`src/inc/asc_pkg.sv`:
```
// Purpose: Shared constants and types of the serial conversion control block
// Assumes: Serial clock is sampled by the 10 MHz system clock
// Notes:   Overview list below summarises each behaviour of the block
// Overview of operation
// - Control word bits 7, 6, 2, 1 and 0 are ignored.
// - Bits 5 to 3 pick the channel for the next conversion.
// - Codes 0 to 6 select inputs one to seven; code 7 selects ground.
// - First conversion after power-up samples input one, no dummy cycle.
// - Track mode lasts the first three serial clocks after frame start.
// - Last thirteen serial clocks hold the sample and resolve bits.
// - Powered while frame select is low outside auto power-down, powered down while high.
// - Auto power-down from the 16th falling edge to the next first.
// - Conversions of 16 clocks follow back to back while frame low.
// - Result is straight binary, one LSB is reference over 4096.
// - Control word taken MSB first on first 8 rising edges only.
// - Output drives on frame start: four zeros, then twelve bits MSB first.
// - Track starts at first falling edge, hold starts at the fourth.
// - Control word resets to all zeros, channel code zero.
package asc_pkg;
    localparam int          RES_BITS   = 12;
    localparam int          CTRL_BITS  = 8;
    localparam int          SEL_MSB    = 5;
    localparam int          SEL_LSB    = 3;
    localparam int          CNT_W      = 5;
    localparam int          FIFO_DEPTH = 4;
    localparam logic [4:0]  FALL_TRACK = 5'h01;
    localparam logic [4:0]  FALL_HOLD  = 5'h04;
    localparam logic [4:0]  FALL_LAST  = 5'h10;
    localparam logic [4:0]  RISE_CTRL  = 5'h08;
    localparam logic [4:0]  RISE_LAST  = 5'h10;
    localparam logic [7:0]  CTRL_RESET = 8'h00;
    localparam logic [2:0]  GND_CODE   = 3'h7;
    localparam logic [11:0] SAR_MSB    = 12'h800;
    localparam logic [6:0]  AIN_NONE   = 7'h00;
    localparam logic [6:0]  AIN_FIRST  = 7'h01;

    typedef enum logic [2:0] {
        ST_IDLE,
        ST_ARM,
        ST_TRACK,
        ST_HOLD,
        ST_DOWN
    } asc_state_t;

    typedef struct packed {
        logic [2:0]          chan;
        logic [RES_BITS-1:0] code;
    } asc_result_t;
endpackage

```
`src/verilog/asc_conv_ctrl.sv`:
```
// Purpose: Conversion sequencing, control word capture and result shifting
// Assumes: SAR comparator and analog mux sit outside; all pins are asynchronous
// Notes:   Results also leave through a small FIFO for on-chip consumers
`timescale 1ns/10ps
`default_nettype none

module asc_fifo #(
    parameter int W     = 15,
    parameter int DEPTH = 4
) (
    input  wire logic         clock_i,
    input  wire logic         sys_rst_i,
    input  wire logic         in_valid_i,
    input  wire logic [W-1:0] in_data_i,
    output logic              in_ready_o,
    output logic              out_valid_o,
    output logic [W-1:0]      out_data_o,
    input  wire logic         out_ready_i
);
    logic [DEPTH-1:0] vld_reg;
    logic [DEPTH-1:0] vld_next;
    logic [W-1:0]     mem_reg  [DEPTH];
    logic [W-1:0]     mem_next [DEPTH];
    logic             pop;
    logic             push;
    logic             placed;

    if (DEPTH < 2) begin : g_bad_depth
        $error("asc_fifo needs a depth of at least two");
    end

    // Shift-register FIFO: head always sits in entry 0, so outputs are flops
    always_comb begin
        placed = 1'b0;
        pop    = out_ready_i & vld_reg[0];
        push   = in_valid_i & ~vld_reg[DEPTH-1];
        for (int i = 0; i < DEPTH; i++) begin
            if (pop) begin
                vld_next[i] = (i < DEPTH-1) ? vld_reg[i+1] : 1'b0;
                mem_next[i] = (i < DEPTH-1) ? mem_reg[i+1] : mem_reg[i];
            end else begin
                vld_next[i] = vld_reg[i];
                mem_next[i] = mem_reg[i];
            end
        end
        for (int i = 0; i < DEPTH; i++) begin
            if (push && !placed && !vld_next[i]) begin
                vld_next[i] = 1'b1;
                mem_next[i] = in_data_i;
                placed      = 1'b1;
            end
        end
    end

    always_ff @(posedge clock_i or posedge sys_rst_i) begin
        if (sys_rst_i) begin
            vld_reg <= '0;
            for (int i = 0; i < DEPTH; i++) begin
                mem_reg[i] <= '0;
            end
        end else begin
            vld_reg <= vld_next;
            for (int i = 0; i < DEPTH; i++) begin
                mem_reg[i] <= mem_next[i];
            end
        end
    end

    assign in_ready_o  = ~vld_reg[DEPTH-1];
    assign out_valid_o = vld_reg[0];
    assign out_data_o  = mem_reg[0];
endmodule

module asc_conv_ctrl (
    input  wire logic            clock_i,
    input  wire logic            sys_rst_i,
    input  wire logic            cs_n_i,
    input  wire logic            sclk_i,
    input  wire logic            din_i,
    input  wire logic            cmp_i,
    input  wire logic            res_ready_i,
    output logic                 dout_o,
    output logic                 dout_oe_n_o,
    output logic                 power_up_o,
    output logic                 track_o,
    output logic [6:0]           ain_sel_o,
    output logic                 gnd_sel_o,
    output logic [11:0]          dac_code_o,
    output logic                 res_valid_o,
    output asc_pkg::asc_result_t res_data_o,
    output logic                 res_full_o,
    output logic                 overrun_o
);
    localparam int RW = $bits(asc_pkg::asc_result_t);

    logic [1:0] cs_sy, sclk_sy, din_sy, cmp_sy;
    logic       cs_d, sclk_d;
    logic       cs_s, sclk_s, din_s, cmp_s;
    logic       cs_fall, sclk_fall, sclk_rise, int_fall, first;

    asc_pkg::asc_state_t        state_reg, state_next;
    logic [asc_pkg::CNT_W-1:0]  fall_reg, fall_next, fnum;
    logic [asc_pkg::CNT_W-1:0]  rise_reg, rise_next, rbase;
    logic [7:0]                 shift_reg, shift_next;
    logic [7:0]                 channel_select_control_word_reg, ctrl_next;
    logic [2:0]                 chan_reg, chan_next;
    logic [11:0]                sar_reg, sar_next;
    logic                       dout_reg, dout_next, oe_n_reg, oe_n_next;
    logic                       pend_reg, pend_next, ovr_reg, ovr_next, push_evt;
    asc_pkg::asc_result_t       pend_data_reg, pend_data_next;
    logic [6:0]                 ain_reg;
    logic                       gnd_reg, track_reg, pwr_reg, full_reg;
    logic [3:0]                 bidx;
    logic                       fifo_ready, take;

    // Channel code to mux selects; ground code leaves all inputs open
    function automatic logic [6:0] ain_decode(input logic [2:0] code);
        if (code == asc_pkg::GND_CODE) begin
            return asc_pkg::AIN_NONE;
        end
        return 7'(asc_pkg::AIN_FIRST << code);
    endfunction

    // Two flops on the frame, clock, data and comparator pins before anything looks at them
    always_ff @(posedge clock_i or posedge sys_rst_i) begin
        if (sys_rst_i) begin
            cs_sy   <= 2'h3;
            sclk_sy <= 2'h0;
            din_sy  <= 2'h0;
            cmp_sy  <= 2'h0;
            cs_d    <= 1'b1;
            sclk_d  <= 1'b0;
        end else begin
            cs_sy   <= {cs_sy[0], cs_n_i};
            sclk_sy <= {sclk_sy[0], sclk_i};
            din_sy  <= {din_sy[0], din_i};
            cmp_sy  <= {cmp_sy[0], cmp_i};
            cs_d    <= cs_sy[1];
            sclk_d  <= sclk_sy[1];
        end
    end

    assign cs_s      = cs_sy[1];
    assign sclk_s    = sclk_sy[1];
    assign din_s     = din_sy[1];
    assign cmp_s     = cmp_sy[1];
    assign cs_fall   = cs_d & ~cs_s;
    assign sclk_fall = sclk_d & ~sclk_s;
    assign sclk_rise = ~sclk_d & sclk_s;
    // Clock is gated by frame select, so a frame start with clock low is a fall
    assign int_fall  = ~cs_s & (sclk_fall | (cs_fall & ~sclk_s));
    assign first     = cs_fall | (state_reg == asc_pkg::ST_ARM) | (state_reg == asc_pkg::ST_DOWN);
    assign take      = pend_reg & fifo_ready;

    // Conversion sequencer, control word shifter and SAR register
    always_comb begin
        state_next     = state_reg;
        fall_next      = fall_reg;
        rise_next      = rise_reg;
        shift_next     = shift_reg;
        ctrl_next      = channel_select_control_word_reg;
        chan_next      = chan_reg;
        sar_next       = sar_reg;
        dout_next      = dout_reg;
        oe_n_next      = oe_n_reg;
        push_evt       = 1'b0;
        fnum           = first ? asc_pkg::FALL_TRACK : 5'(fall_reg + 5'h01);
        rbase          = cs_fall ? '0 : rise_reg;
        bidx           = 4'(asc_pkg::FALL_LAST - fnum);
        if (cs_s) begin
            state_next = asc_pkg::ST_IDLE;
            oe_n_next  = 1'b1;
            dout_next  = 1'b0;
            fall_next  = '0;
            rise_next  = '0;
        end else begin
            if (cs_fall) begin
                state_next = asc_pkg::ST_ARM;
                oe_n_next  = 1'b0;
                dout_next  = 1'b0;
                fall_next  = '0;
                rise_next  = '0;
                chan_next  = channel_select_control_word_reg[asc_pkg::SEL_MSB:asc_pkg::SEL_LSB];
            end
            if (int_fall) begin
                fall_next = fnum;
                if (fnum < asc_pkg::FALL_HOLD) begin
                    state_next = asc_pkg::ST_TRACK;
                    sar_next   = '0;
                    dout_next  = 1'b0;
                    // Rise count restarts at fall one; rise 16 still follows fall 16
                    if (fnum == asc_pkg::FALL_TRACK) begin
                        rise_next = '0;
                    end
                end else if (fnum == asc_pkg::FALL_HOLD) begin
                    state_next = asc_pkg::ST_HOLD;
                    sar_next   = asc_pkg::SAR_MSB;
                    dout_next  = 1'b0;
                end else begin
                    // Straight binary SAR: keep the trial bit when input is above it
                    sar_next[bidx] = cmp_s;
                    if (bidx != 4'h0) begin
                        sar_next[bidx - 4'h1] = 1'b1;
                    end
                    dout_next = cmp_s;
                    if (fnum == asc_pkg::FALL_LAST) begin
                        state_next = asc_pkg::ST_DOWN;
                        push_evt   = 1'b1;
                        chan_next  = channel_select_control_word_reg[asc_pkg::SEL_MSB:asc_pkg::SEL_LSB];
                    end
                end
            end
            if (sclk_rise && state_next != asc_pkg::ST_IDLE && rbase < asc_pkg::RISE_LAST) begin
                rise_next = 5'(rbase + 5'h01);
                if (rbase < asc_pkg::RISE_CTRL) begin
                    shift_next = {shift_reg[6:0], din_s};
                    if (rise_next == asc_pkg::RISE_CTRL) begin
                        ctrl_next = {shift_reg[6:0], din_s};
                    end
                end
            end
        end
    end

    // Result hand-off: one pending word, lost only if the FIFO stays full
    always_comb begin
        pend_next      = pend_reg;
        pend_data_next = pend_data_reg;
        ovr_next       = ovr_reg;
        if (take) begin
            pend_next = 1'b0;
        end
        if (push_evt) begin
            ovr_next       = ovr_reg | (pend_reg & ~take);
            pend_next      = 1'b1;
            pend_data_next = '{chan: chan_reg, code: sar_next};
        end
    end

    always_ff @(posedge clock_i or posedge sys_rst_i) begin
        if (sys_rst_i) begin
            state_reg                       <= asc_pkg::ST_IDLE;
            fall_reg                        <= '0;
            rise_reg                        <= '0;
            shift_reg                       <= asc_pkg::CTRL_RESET;
            channel_select_control_word_reg <= asc_pkg::CTRL_RESET;
            chan_reg                        <= '0;
            sar_reg                         <= '0;
            dout_reg                        <= 1'b0;
            oe_n_reg                        <= 1'b1;
            pend_reg                        <= 1'b0;
            pend_data_reg                   <= '0;
            ovr_reg                         <= 1'b0;
            ain_reg                         <= asc_pkg::AIN_FIRST;
            gnd_reg                         <= 1'b0;
            track_reg                       <= 1'b0;
            pwr_reg                         <= 1'b0;
            full_reg                        <= 1'b0;
        end else begin
            state_reg                       <= state_next;
            fall_reg                        <= fall_next;
            rise_reg                        <= rise_next;
            shift_reg                       <= shift_next;
            channel_select_control_word_reg <= ctrl_next;
            chan_reg                        <= chan_next;
            sar_reg                         <= sar_next;
            dout_reg                        <= dout_next;
            oe_n_reg                        <= oe_n_next;
            pend_reg                        <= pend_next;
            pend_data_reg                   <= pend_data_next;
            ovr_reg                         <= ovr_next;
            ain_reg                         <= ain_decode(chan_next);
            gnd_reg                         <= (chan_next == asc_pkg::GND_CODE);
            track_reg                       <= (state_next == asc_pkg::ST_TRACK);
            pwr_reg                         <= (state_next != asc_pkg::ST_IDLE)
                                               && (state_next != asc_pkg::ST_DOWN);
            full_reg                        <= ~fifo_ready;
        end
    end

    asc_fifo #(
        .W     (RW),
        .DEPTH (asc_pkg::FIFO_DEPTH)
    ) u_fifo (
        .clock_i     (clock_i),
        .sys_rst_i   (sys_rst_i),
        .in_valid_i  (pend_reg),
        .in_data_i   (pend_data_reg),
        .in_ready_o  (fifo_ready),
        .out_valid_o (res_valid_o),
        .out_data_o  (res_data_o),
        .out_ready_i (res_ready_i)
    );

    assign dout_o      = dout_reg;
    assign dout_oe_n_o = oe_n_reg;
    assign power_up_o  = pwr_reg;
    assign track_o     = track_reg;
    assign ain_sel_o   = ain_reg;
    assign gnd_sel_o   = gnd_reg;
    assign dac_code_o  = sar_reg;
    assign res_full_o  = full_reg;
    assign overrun_o   = ovr_reg;

    property p_track_start;
        @(posedge clock_i) disable iff (sys_rst_i)
        $rose(track_o) |-> fall_reg == asc_pkg::FALL_TRACK;
    endproperty
    a_track_start: assert property (p_track_start) else $error("track began off edge one");

    property p_hold_start;
        @(posedge clock_i) disable iff (sys_rst_i)
        $fell(track_o) && state_reg == asc_pkg::ST_HOLD |-> fall_reg == asc_pkg::FALL_HOLD;
    endproperty
    a_hold_start: assert property (p_hold_start) else $error("hold began off edge four");

    property p_hold_span;
        @(posedge clock_i) disable iff (sys_rst_i)
        state_reg == asc_pkg::ST_HOLD |-> fall_reg >= asc_pkg::FALL_HOLD && fall_reg < asc_pkg::FALL_LAST;
    endproperty
    a_hold_span: assert property (p_hold_span) else $error("hold outside edges four to fifteen");

    property p_auto_down;
        @(posedge clock_i) disable iff (sys_rst_i)
        state_reg == asc_pkg::ST_DOWN |-> fall_reg == asc_pkg::FALL_LAST && !power_up_o;
    endproperty
    a_auto_down: assert property (p_auto_down) else $error("auto power-down wrong");

    property p_cs_power;
        @(posedge clock_i) disable iff (sys_rst_i)
        cs_s |=> !power_up_o;
    endproperty
    a_cs_power: assert property (p_cs_power) else $error("powered with frame high");

    property p_float;
        @(posedge clock_i) disable iff (sys_rst_i)
        cs_s |=> dout_oe_n_o;
    endproperty
    a_float: assert property (p_float) else $error("output driven with frame high");

    property p_lead_zero;
        @(posedge clock_i) disable iff (sys_rst_i)
        state_reg == asc_pkg::ST_TRACK |-> !dout_oe_n_o && !dout_o;
    endproperty
    a_lead_zero: assert property (p_lead_zero) else $error("leading bit not zero");

    property p_ctrl_late;
        @(posedge clock_i) disable iff (sys_rst_i)
        sclk_rise && !cs_fall && rise_reg >= asc_pkg::RISE_CTRL |=> $stable(channel_select_control_word_reg);
    endproperty
    a_ctrl_late: assert property (p_ctrl_late) else $error("control word changed late");

    property p_gnd_sel;
        @(posedge clock_i) disable iff (sys_rst_i)
        gnd_sel_o |-> ain_sel_o == asc_pkg::AIN_NONE && chan_reg == asc_pkg::GND_CODE;
    endproperty
    a_gnd_sel: assert property (p_gnd_sel) else $error("ground select inconsistent");
endmodule

`default_nettype wire

```
`config.mk`:
```
export PLATFORM = sky130hd
export DESIGN_NAME = asc_conv_ctrl
export DESIGN_NICKNAME = d
export VERILOG_FILES = /design/src/inc/asc_pkg.sv /design/src/verilog/asc_conv_ctrl.sv
export SDC_FILE = /design/constraint.sdc
export NUM_CORES = 1
export LEC_CHECK = 0
export BUFFER_PORTS_ARGS = -buffer_cell sky130_fd_sc_hd__buf_2
export CORE_MARGIN = 3
export CORE_UTILIZATION = 40
export CTS_CLUSTER_DIAMETER = 60
export DETAILED_ROUTE_END_ITERATION = 8
export GPL_TIMING_DRIVEN = 0
export SLEW_MARGIN = 10
export SYNTH_ARGS = -nofsm -noshare
export SYNTH_HDL_FRONTEND = slang
export SYNTH_HIERARCHICAL = 1
export SYNTH_SLANG_ARGS = --single-unit
```
`constraint.sdc`:
```
create_clock -name clock_i -period 3.6 [get_ports clock_i]
set_input_delay 0.36 -clock clock_i [delete_from_list [all_inputs] [get_ports clock_i]]
set_output_delay 0.36 -clock clock_i [all_outputs]
set_load 0.03 [all_outputs]
```
==> implementation parameters, run 1 <==
Parameter                              Value

Critical path
  Required arrival time at the worst endpoint    around 3.9 ns
  Critical Path Sink Type    flop
  Kind of start point of the critical path    flop
  Crit path kind    reg2reg
  CP Data Arrival Time    3.75 ns
  Crit Path Max Fanout    10

Power and ir drop
  Overall power consumption    3.742 mW
  Share of total power in combinational logic    8.4%
  Sw Ratio    24.36%
  Cell-internal power    around 2.8 mW
  P per Cell Area    between 400 and 500 mW/mm^2
  Power spent charging and discharging nets    0.9117 mW
  Sequential power share    43.7%
  Leakage power    4.160 nW
  Worst IR drop on VDD    0.3202 mV
  Relative contribution of the clock network to total power    47.9%

Logic synthesis
  Combinational family with the most area after synthesis    multiplexers
  Most used flip-flop cell after synthesis    sky130_fd_sc_hd__dfrtp_1
  Post-synthesis register bit count    140
  Total number of yosys warnings    6
  Number of nets produced by synthesis    679
  XOR/XNOR share of the synthesized area    0.9604%
  Post-synth EDFFs    0
  Cell count after synthesis    662
  Netlist area before placement    between 0.007 and 0.008 sq mm
  Mux contribution to synthesized area    18.47%
  Share of async-settable or async-resettable flops after synthesis    100.0%
  Portion of the post-synthesis area used by sequential elements    between 40 and 50%
  Simple-gate portion of the synthesized area    12.97%
  Compound-Gate Fraction of Synth Area    12.59%
  Adder-cell share of the synthesized area    1.715%
  Synth cell types    72
  Average instance area after synthesis    11.02 sq um

STA
  Final worst path period share    96.18%
  Maximum frequency from static timing analysis    288.8 MHz
  Clock tree skew after final layout    0.01632 ns
  Tightest slew margin relative to the limit    32.74%
  Final period demand of the worst path    3.462 ns
  Worst slew pin tran    1.001 ns
  Final hold slack    -0.0008152 ns
  Finish-stage setup viols    0
  Number of hold-slack violations in the final timing report    1
  Count of final max-slew check failures    0
  Setup repair after global routing missed its margin    no

Placed design
  Final HPWL DP    11.95 mm
  Cell area after placement    between 0.007 and 0.008 sq mm
  Dpl cells    ~940
  Number of buffers inserted by port buffering    47
  Placer's final routability congestion estimate    0.9334

Job
  Number of max-cap violations    0

Global routing
  Number of antenna violations at the first check in global routing    0
  First-pass GRT wire length    roughly 28 mm
  Via count of the first global-routing pass    5484
  Total Routing Usage GR    17.69%
  Largest net degree at the start of global routing    between 60 and 70
  Global route total overflow    0

Finish
  Commonest non-fill, non-tap cell in the layout    sky130_fd_sc_hd__dfrtp_1
  Diodes inserted    0
  Area growth from synthesis to final layout    17.80%
  Commonest cells after routing, fill and taps aside    135 x sky130_fd_sc_hd__dfrtp_1, 111 x sky130_fd_sc_hd__mux2_2, 55 x sky130_fd_sc_hd__buf_2
  Core utilization of the finished layout    48.84%
  Final design instance area without fill    around 0.0086 sq mm
  Ratio of cells with drive above 1 in the final layout    36.64%
  Non-filler instance count after layout    970
  Count of nets after finishing    750
  Max FFs per register    45
  Count of fill cells added during filler insertion    between 1500 and 2000

Floorplanning
  CORE AREA    0.01760 sq mm
  # rows    48
  Number of primary I/O pins    49
  Area of the die    0.01990 sq mm
  Floorplan die width    ~140 um
  Height of the chip    141.1 um
  Effective utilization at floorplan    between 40% and 50%

Drt
  Drt initial violations    between 400 and 500
  Via count normalized by instance count    ~5.6
  Count of nets left with antenna violations after detail routing    0
  Final routed wire length divided by cell count    roughly 17 um
  Routed Wire Length    about 17 mm
  Number of vias in the routed layout    5398
  Total DRC errors in the routed layout    0
  TritonRoute pass-1 iters    5

Clock tree
  Number of sinks handled by clock tree synthesis    140
  Number of CTS-inserted buffers    17
  Maximum buffer depth of the clock tree    2
  H-tree levels    4
  CTS tree    done
  Insertion delay to the later sink of the worst-skew pair    0.42 ns
  Buffer cell driving the clock tree root    sky130_fd_sc_hd__clkbuf_16
  Reg clk slew, reported paths    0.07 ns

Outcome
  Run status    complete, but fails checks
  Violated checks    negative hold slack

Worst hold path
  Hold WC Path Type    in2async
==> final cells by class <==
cell class,instances,area (sq um),share of cell area (%)
Clock buffer,19,442.9,5.154
Buffer,47,302.8,3.523
Tap cell,225,281.5,3.276
Multi-Input combinational cell,451,3510,40.84
Inverter,22,87.58,1.019
Sequential cell,140,3510,40.84
Timing Repair Buffer,54,300.3,3.494
Clock inverter,12,160.2,1.863
==> power groups by stage <==
stage / sequential (mW) / combinational (mW) / clock [mW]
6_report: 1.64 / 0.314 / 1.79
3_5_place_dp: 1.66 / 0.290 / 0
2_1_floorplan: 1.66 / 0.203 / 0
5_1_grt: 1.64 / 0.347 / 1.90
4_1_cts: 1.64 / 0.297 / 1.84
3_3_place_gp: 1.66 / 0.278 / 0
==> timing repair <==
item                       in CTS  in global routing
setup endpoints to repair      54                 32
setup buffers                   1                  5
pin swaps                       1                  2
hold buffers                    0                  0
resized for setup              13                 16
==> path summary, 6_finish.rpt <==
kind | start | to | cells past startpoint | slack, ns
max | cs_sy[1] | channel_select_control_word_reg[3] | 13 | 0.14
min | sys_rst_i | rise_reg[2] | 2 | -0.0008
max reg2reg | cs_sy[1] | channel_select_control_word_reg[3] | 13 | 0.14
min reg2reg | cmp_sy[0] | cmp_sy[1] | 0 | 0.35
max in group asynchronous | sys_rst_i | u_fifo/mem_reg[33] | 2 | 2.96
min in group clock_i | cs_n_i | cs_sy[0] | 1 | 0.04
==> worst max-delay path, cell delays in order, from the launching register on <==
cell,delay [ns]
sky130_fd_sc_hd__dfstp_2,0.57
sky130_fd_sc_hd__buf_6,0.15
sky130_fd_sc_hd__nand2b_4,0.14
sky130_fd_sc_hd__o21ai_4,0.12
sky130_fd_sc_hd__nor2_4,0.14
sky130_fd_sc_hd__ha_2,0.22
sky130_fd_sc_hd__buf_6,0.15
sky130_fd_sc_hd__nor2b_2,0.19
sky130_fd_sc_hd__and4b_1,0.22
sky130_fd_sc_hd__a22oi_2,0.11
sky130_fd_sc_hd__and3_2,0.28
sky130_fd_sc_hd__o41a_1,0.51
sky130_fd_sc_hd__and3_4,0.24
sky130_fd_sc_hd__mux2_4,0.29
==> logic make-up (layout without fill, tap and decap cells) <==
| group | count (synthesis) | in the layout |
|---|---|---|
| AOI/OAI and AO/OA | 132 | 132 |
| xor gates and xnor gates | 8 | 8 |
| adders and majority gates | 10 | 10 |
| buffers and inverters | 71 | 154 |
| DFF | 140 | 140 |
| muxes | 119 | 119 |
| and+or+nand+nor | 182 | 182 |
==> cell usage after synthesis (all sizes together) (6+ instances only) <==
cell type / count / area (sq um)
nor2: 50 / 187.7
o21ai: 31 / 162.7
o211ai: 10 / 80.07
a211oi: 7 / 52.55
and2: 7 / 43.79
dfrtp: 135 / 3378
nand3: 15 / 75.07
ha: 10 / 125.1
buf: 35 / 244.0
nand4: 6 / 43.79
a31oi: 9 / 56.30
nor2b: 7 / 43.79
nor3b: 6 / 50.05
a21oi: 28 / 151.4
and3: 6 / 47.54
nand2: 45 / 168.9
clkbuf: 14 / 52.55
mux2: 116 / 1318
inv: 22 / 82.58
==> through the flow <==
stage | worst slack [ns] | TNS, ns
6_report | 0.1375 | 0
5_1_grt | 0.009715 | 0
4_1_cts | 0.007669 | 0
3_5_place_dp | -0.7389 | -24.42
3_3_place_gp | -0.6845 | -19.71
2_1_floorplan | 0.04867 | 0
==> routing by layer <==
metal | wire length [um] | track usage [%] | part of all wire (%) | vias to the layer above
met4 | 184 | 6.221 | 1.1 | 0
met5 | 0 | 0 | 0 | -
met1 | 7668 | 23.34 | 45 | 2678
li1 | - | - | - | 2545
met2 | 8311 | 28.73 | 49 | 152
met3 | 770 | 4.037 | 4.5 | 23
Note: power is estimated with default switching activity, not from simulation.
==> inputs of run 2 (changes only) <==
- SETUP_SLACK_MARGIN: not set -> 0.2
==> run 2 against run 1 <==
The run still ends with negative hold slack left. Clock power is 4% higher. Worst hold slack worse by 0.0039 ns. Setup slack better by 0.18 ns. Total power is 2.2% higher. Die area stayed put. Sequential share of layout area is 0.51 points lower. Register-to-register slack better by 0.18 ns. Combinational power is 4% higher. Sequential cell count stayed put. First-iteration DRC count is 24% lower. Routed wire length is 1.1% higher. Critical path type unchanged. Critical endpoint unchanged.
==> implementation parameters, run 2 (synthesized netlist as in run 1, its figures left out) <==
Parameter                              Value

Clock tree
  H-tree levels    4 (unchanged)
  Number of CTS-inserted buffers    17 (unchanged)
  Number of sinks handled by clock tree synthesis    140 (unchanged)
  Maximum buffer depth of the clock tree    2 (unchanged)
  CTS tree    done
  Insertion delay to the later sink of the worst-skew pair    0.43 ns (about the same)
  Reg clk slew, reported paths    0.06 ns (about the same)
  Post-CTS Hold Buffers    0 (unchanged)
  Buffer cell driving the clock tree root    sky130_fd_sc_hd__clkbuf_16

Placed design
  Cell area after placement    0.007848 sq mm (+0.13%)
  Number of buffers inserted by port buffering    47 (unchanged)
  Placer's final routability congestion estimate    0.9048 (-3.1%)
  Final HPWL DP    12.21 mm (+2.1%)

Critical path
  Worst setup slack for register-to-register paths    0.32 ns (+0.18 ns)
  Critical path destination    channel_select_control_word_reg[3]
  Critical path depth    13 (unchanged)
  Crit-path cells    clkbuf_8 -> nand2b_4 -> o21ai_4 -> nor2_4 -> ha_4 -> buf_6 -> nor2b_2 -> and4b_1 -> a22oi_2 -> and3_4 -> o41a_1 -> and3_4 -> mux2_4
  Number of buffers and inverters on the critical path    2 (unchanged)
  CP peak stage delay    0.57 ns (about the same)
  CP Data Arrival Time    3.59 ns (-0.16 ns)
  Critical Path Sink Type    flop
  Cell count of the worst reg-to-reg path    13 (unchanged)
  Most frequent cell on the critical path    sky130_fd_sc_hd__and3_4
  Library cell contributing the largest single delay on the critical path    sky130_fd_sc_hd__dfstp_2
  Reg-to-Reg Start    cs_sy[1]
  Kind of start point of the critical path    flop
  Crit Path Max Fanout    10 (unchanged)
  Crit. Startpoint    cs_sy[1]
  R2r endpoint    channel_select_control_word_reg[3]
  Crit path kind    reg2reg
  Required arrival time at the worst endpoint    3.91 ns (+0.02 ns)
  Kind of cell with the highest combined delay on the critical path    simple AND/OR/NAND/NOR gates

Finish
  Core utilization of the finished layout    49.48% (+0.64 points)
  Final design instance area without fill    0.008707 sq mm (+1.3%)
  Diodes inserted    0 (unchanged)
  Commonest cells after routing, fill and taps aside    134 x sky130_fd_sc_hd__dfrtp_1, 111 x sky130_fd_sc_hd__mux2_2, 55 x sky130_fd_sc_hd__buf_2
  Area growth from synthesis to final layout    19.34%
  Ratio of cells with drive above 1 in the final layout    38.16% (+1.5 points)
  Commonest non-fill, non-tap cell in the layout    sky130_fd_sc_hd__dfrtp_1
  Max FFs per register    45 (unchanged)
  Count of nets after finishing    756 (+0.80%)

Drt
  TritonRoute pass-1 iters    4 (-1)
  Total DRC errors in the routed layout    0 (unchanged)
  Routed Wire Length    17.12 mm (+1.1%)
  Drt initial violations    327 (-24%)
  Final routed wire length divided by cell count    17.52 um (+0.37%)
  Number of vias in the routed layout    5326 (-1.3%)
  Count of nets left with antenna violations after detail routing    0 (unchanged)
  Via count normalized by instance count    5.451 (-2.0%)

Floorplanning
  Height of the chip    141.1 um (unchanged)
  CORE AREA    0.01760 sq mm (unchanged)
  Area of the die    0.01990 sq mm (unchanged)
  Number of primary I/O pins    49 (unchanged)
  # rows    48 (unchanged)
  Floorplan die width    141.1 um (unchanged)
  Effective utilization at floorplan    41.46% (unchanged)

STA
  Setup repair after global routing missed its margin    no
  Final worst path period share    91.24% (-4.9 points)
  Worst slew pin tran    0.7947 ns (-0.2065 ns)
  Finish-stage setup viols    0 (unchanged)
  Setup TNS    0 ns (unchanged)
  Final hold slack    -0.004744 ns (-0.003929 ns)
  Tightest slew margin relative to the limit    47.02% (+14 points)
  Clock tree skew after final layout    0.009438 ns (-0.006886 ns)
  Maximum frequency from static timing analysis    304.4 MHz (+5.4%)
  Number of hold-slack violations in the final timing report    6 (+5)
  Final period demand of the worst path    3.285 ns (-0.1778 ns)
  Count of final max-slew check failures    0 (unchanged)

Global routing
  Number of antenna violations at the first check in global routing    0 (unchanged)
  Total Routing Usage GR    18.19% (+0.50 points)
  First-pass GRT wire length    28.88 mm (+2.2%)
  Largest net degree at the start of global routing    65 (unchanged)
  Global route total overflow    0 (unchanged)
  Via count of the first global-routing pass    5523 (+0.71%)

Outcome
  Violated checks    negative hold slack
  Run status    complete, but fails checks

Power and ir drop
  Leakage power    4.196 nW (+0.85%)
  Worst IR drop on VDD    0.3515 mV (+9.8%)
  Relative contribution of the clock network to total power    48.7% (+0.8 points)
  P per Cell Area    439.2 mW/mm^2 (+0.87%)
  Sequential power share    42.8% (-0.9 points)
  Cell-internal power    2.904 mW (+2.6%)
  Share of total power in combinational logic    8.5% (about the same)
  Power spent charging and discharging nets    0.9196 mW (+0.87%)
  Sw Ratio    24.05% (-0.32 points)

Job
  Number of max-cap violations    0 (unchanged)

Worst hold path
  Hold WC Path Type    in2async
run 2: cell types whose count changed in the layout (fill, tap and decap cells not counted), moves of 2 or more:
cell	change
sky130_fd_sc_hd__inv_6	-2
sky130_fd_sc_hd__buf_4	+5
sky130_fd_sc_hd__clkinvlp_4	+2
sky130_fd_sc_hd__nor3_1	-2
sky130_fd_sc_hd__nor3_2	+2
sky130_fd_sc_hd__a221oi_2	+2
sky130_fd_sc_hd__a221oi_1	-2
run 2: worst min-delay path by stage:
stage                   start                 to  slack (ns)
finish              sys_rst_i  pend_data_reg[14]      -0.005
global placement    cmp_sy[0]          cmp_sy[1]        0.33
global route           cs_n_i           cs_sy[0]        0.01
floorplan           cmp_sy[0]          cmp_sy[1]        0.33
detailed placement  din_sy[0]          din_sy[1]        0.34
CTS                 sys_rst_i        fall_reg[1]       0.003
run 2: power groups by stage:
| stage | registers (mW) | logic (mW) | clock network [mW] |
|---|---|---|---|
| floorplan | 1.66 | 0.205 | 0 |
| global placement | 1.66 | 0.285 | 0 |
| detailed placement | 1.66 | 0.294 | 0 |
| CTS | 1.64 | 0.315 | 1.90 |
| global route | 1.64 | 0.361 | 1.99 |
| finish | 1.64 | 0.325 | 1.86 |
run 2: metrics by stage:
stage / instances / power [mW] / setup slack, ns
floorplan: 662 / 1.869 / 0.2056
global placement: 934 / 1.946 / -0.5922
detailed placement: 935 / 1.957 / -0.6016
CTS: 972 / 3.854 / 0.2199
global route: 977 / 3.988 / 0.2265
finish: 977 / 3.824 / 0.3154
run 2: layout make-up:
class,count,area (sq um)
Sequential cell,140,3511
Multi-Input combinational cell,451,3545
Clock buffer,18,439.2
Tap cell,225,281.5
Inverter,22,87.58
Buffer,48,312.8
Timing Repair Buffer,59,337.8
Fill cell,1653,8890
Clock inverter,14,192.7
run 2: layer usage:
layer / track usage, % / up-vias / part of all wire (%)
met4: 5.252 / 0 / 1.6
met2: 30.80 / 97 / 50
li1: - / 2561 / -
met3: 4.308 / 24 / 3.5
met5: 0 / - / 0
met1: 23.30 / 2644 / 45
run 2: worst register-to-register path: stages, from the launching register on:
cell and delay (ns):
sky130_fd_sc_hd__dfstp_2 0.57, sky130_fd_sc_hd__clkbuf_8 0.18, sky130_fd_sc_hd__nand2b_4 0.14, sky130_fd_sc_hd__o21ai_4 0.08, sky130_fd_sc_hd__nor2_4 0.15, sky130_fd_sc_hd__ha_4 0.16, sky130_fd_sc_hd__buf_6 0.14, sky130_fd_sc_hd__nor2b_2 0.18
sky130_fd_sc_hd__and4b_1 0.22, sky130_fd_sc_hd__a22oi_2 0.10, sky130_fd_sc_hd__and3_4 0.23, sky130_fd_sc_hd__o41a_1 0.48, sky130_fd_sc_hd__and3_4 0.22, sky130_fd_sc_hd__mux2_4 0.29
run 2: repair_timing:
item	in CTS	in global routing
endpoints found under the setup margin	55	35
pin swaps	6	3
setup buffers	6	5
resized for setup	23	12
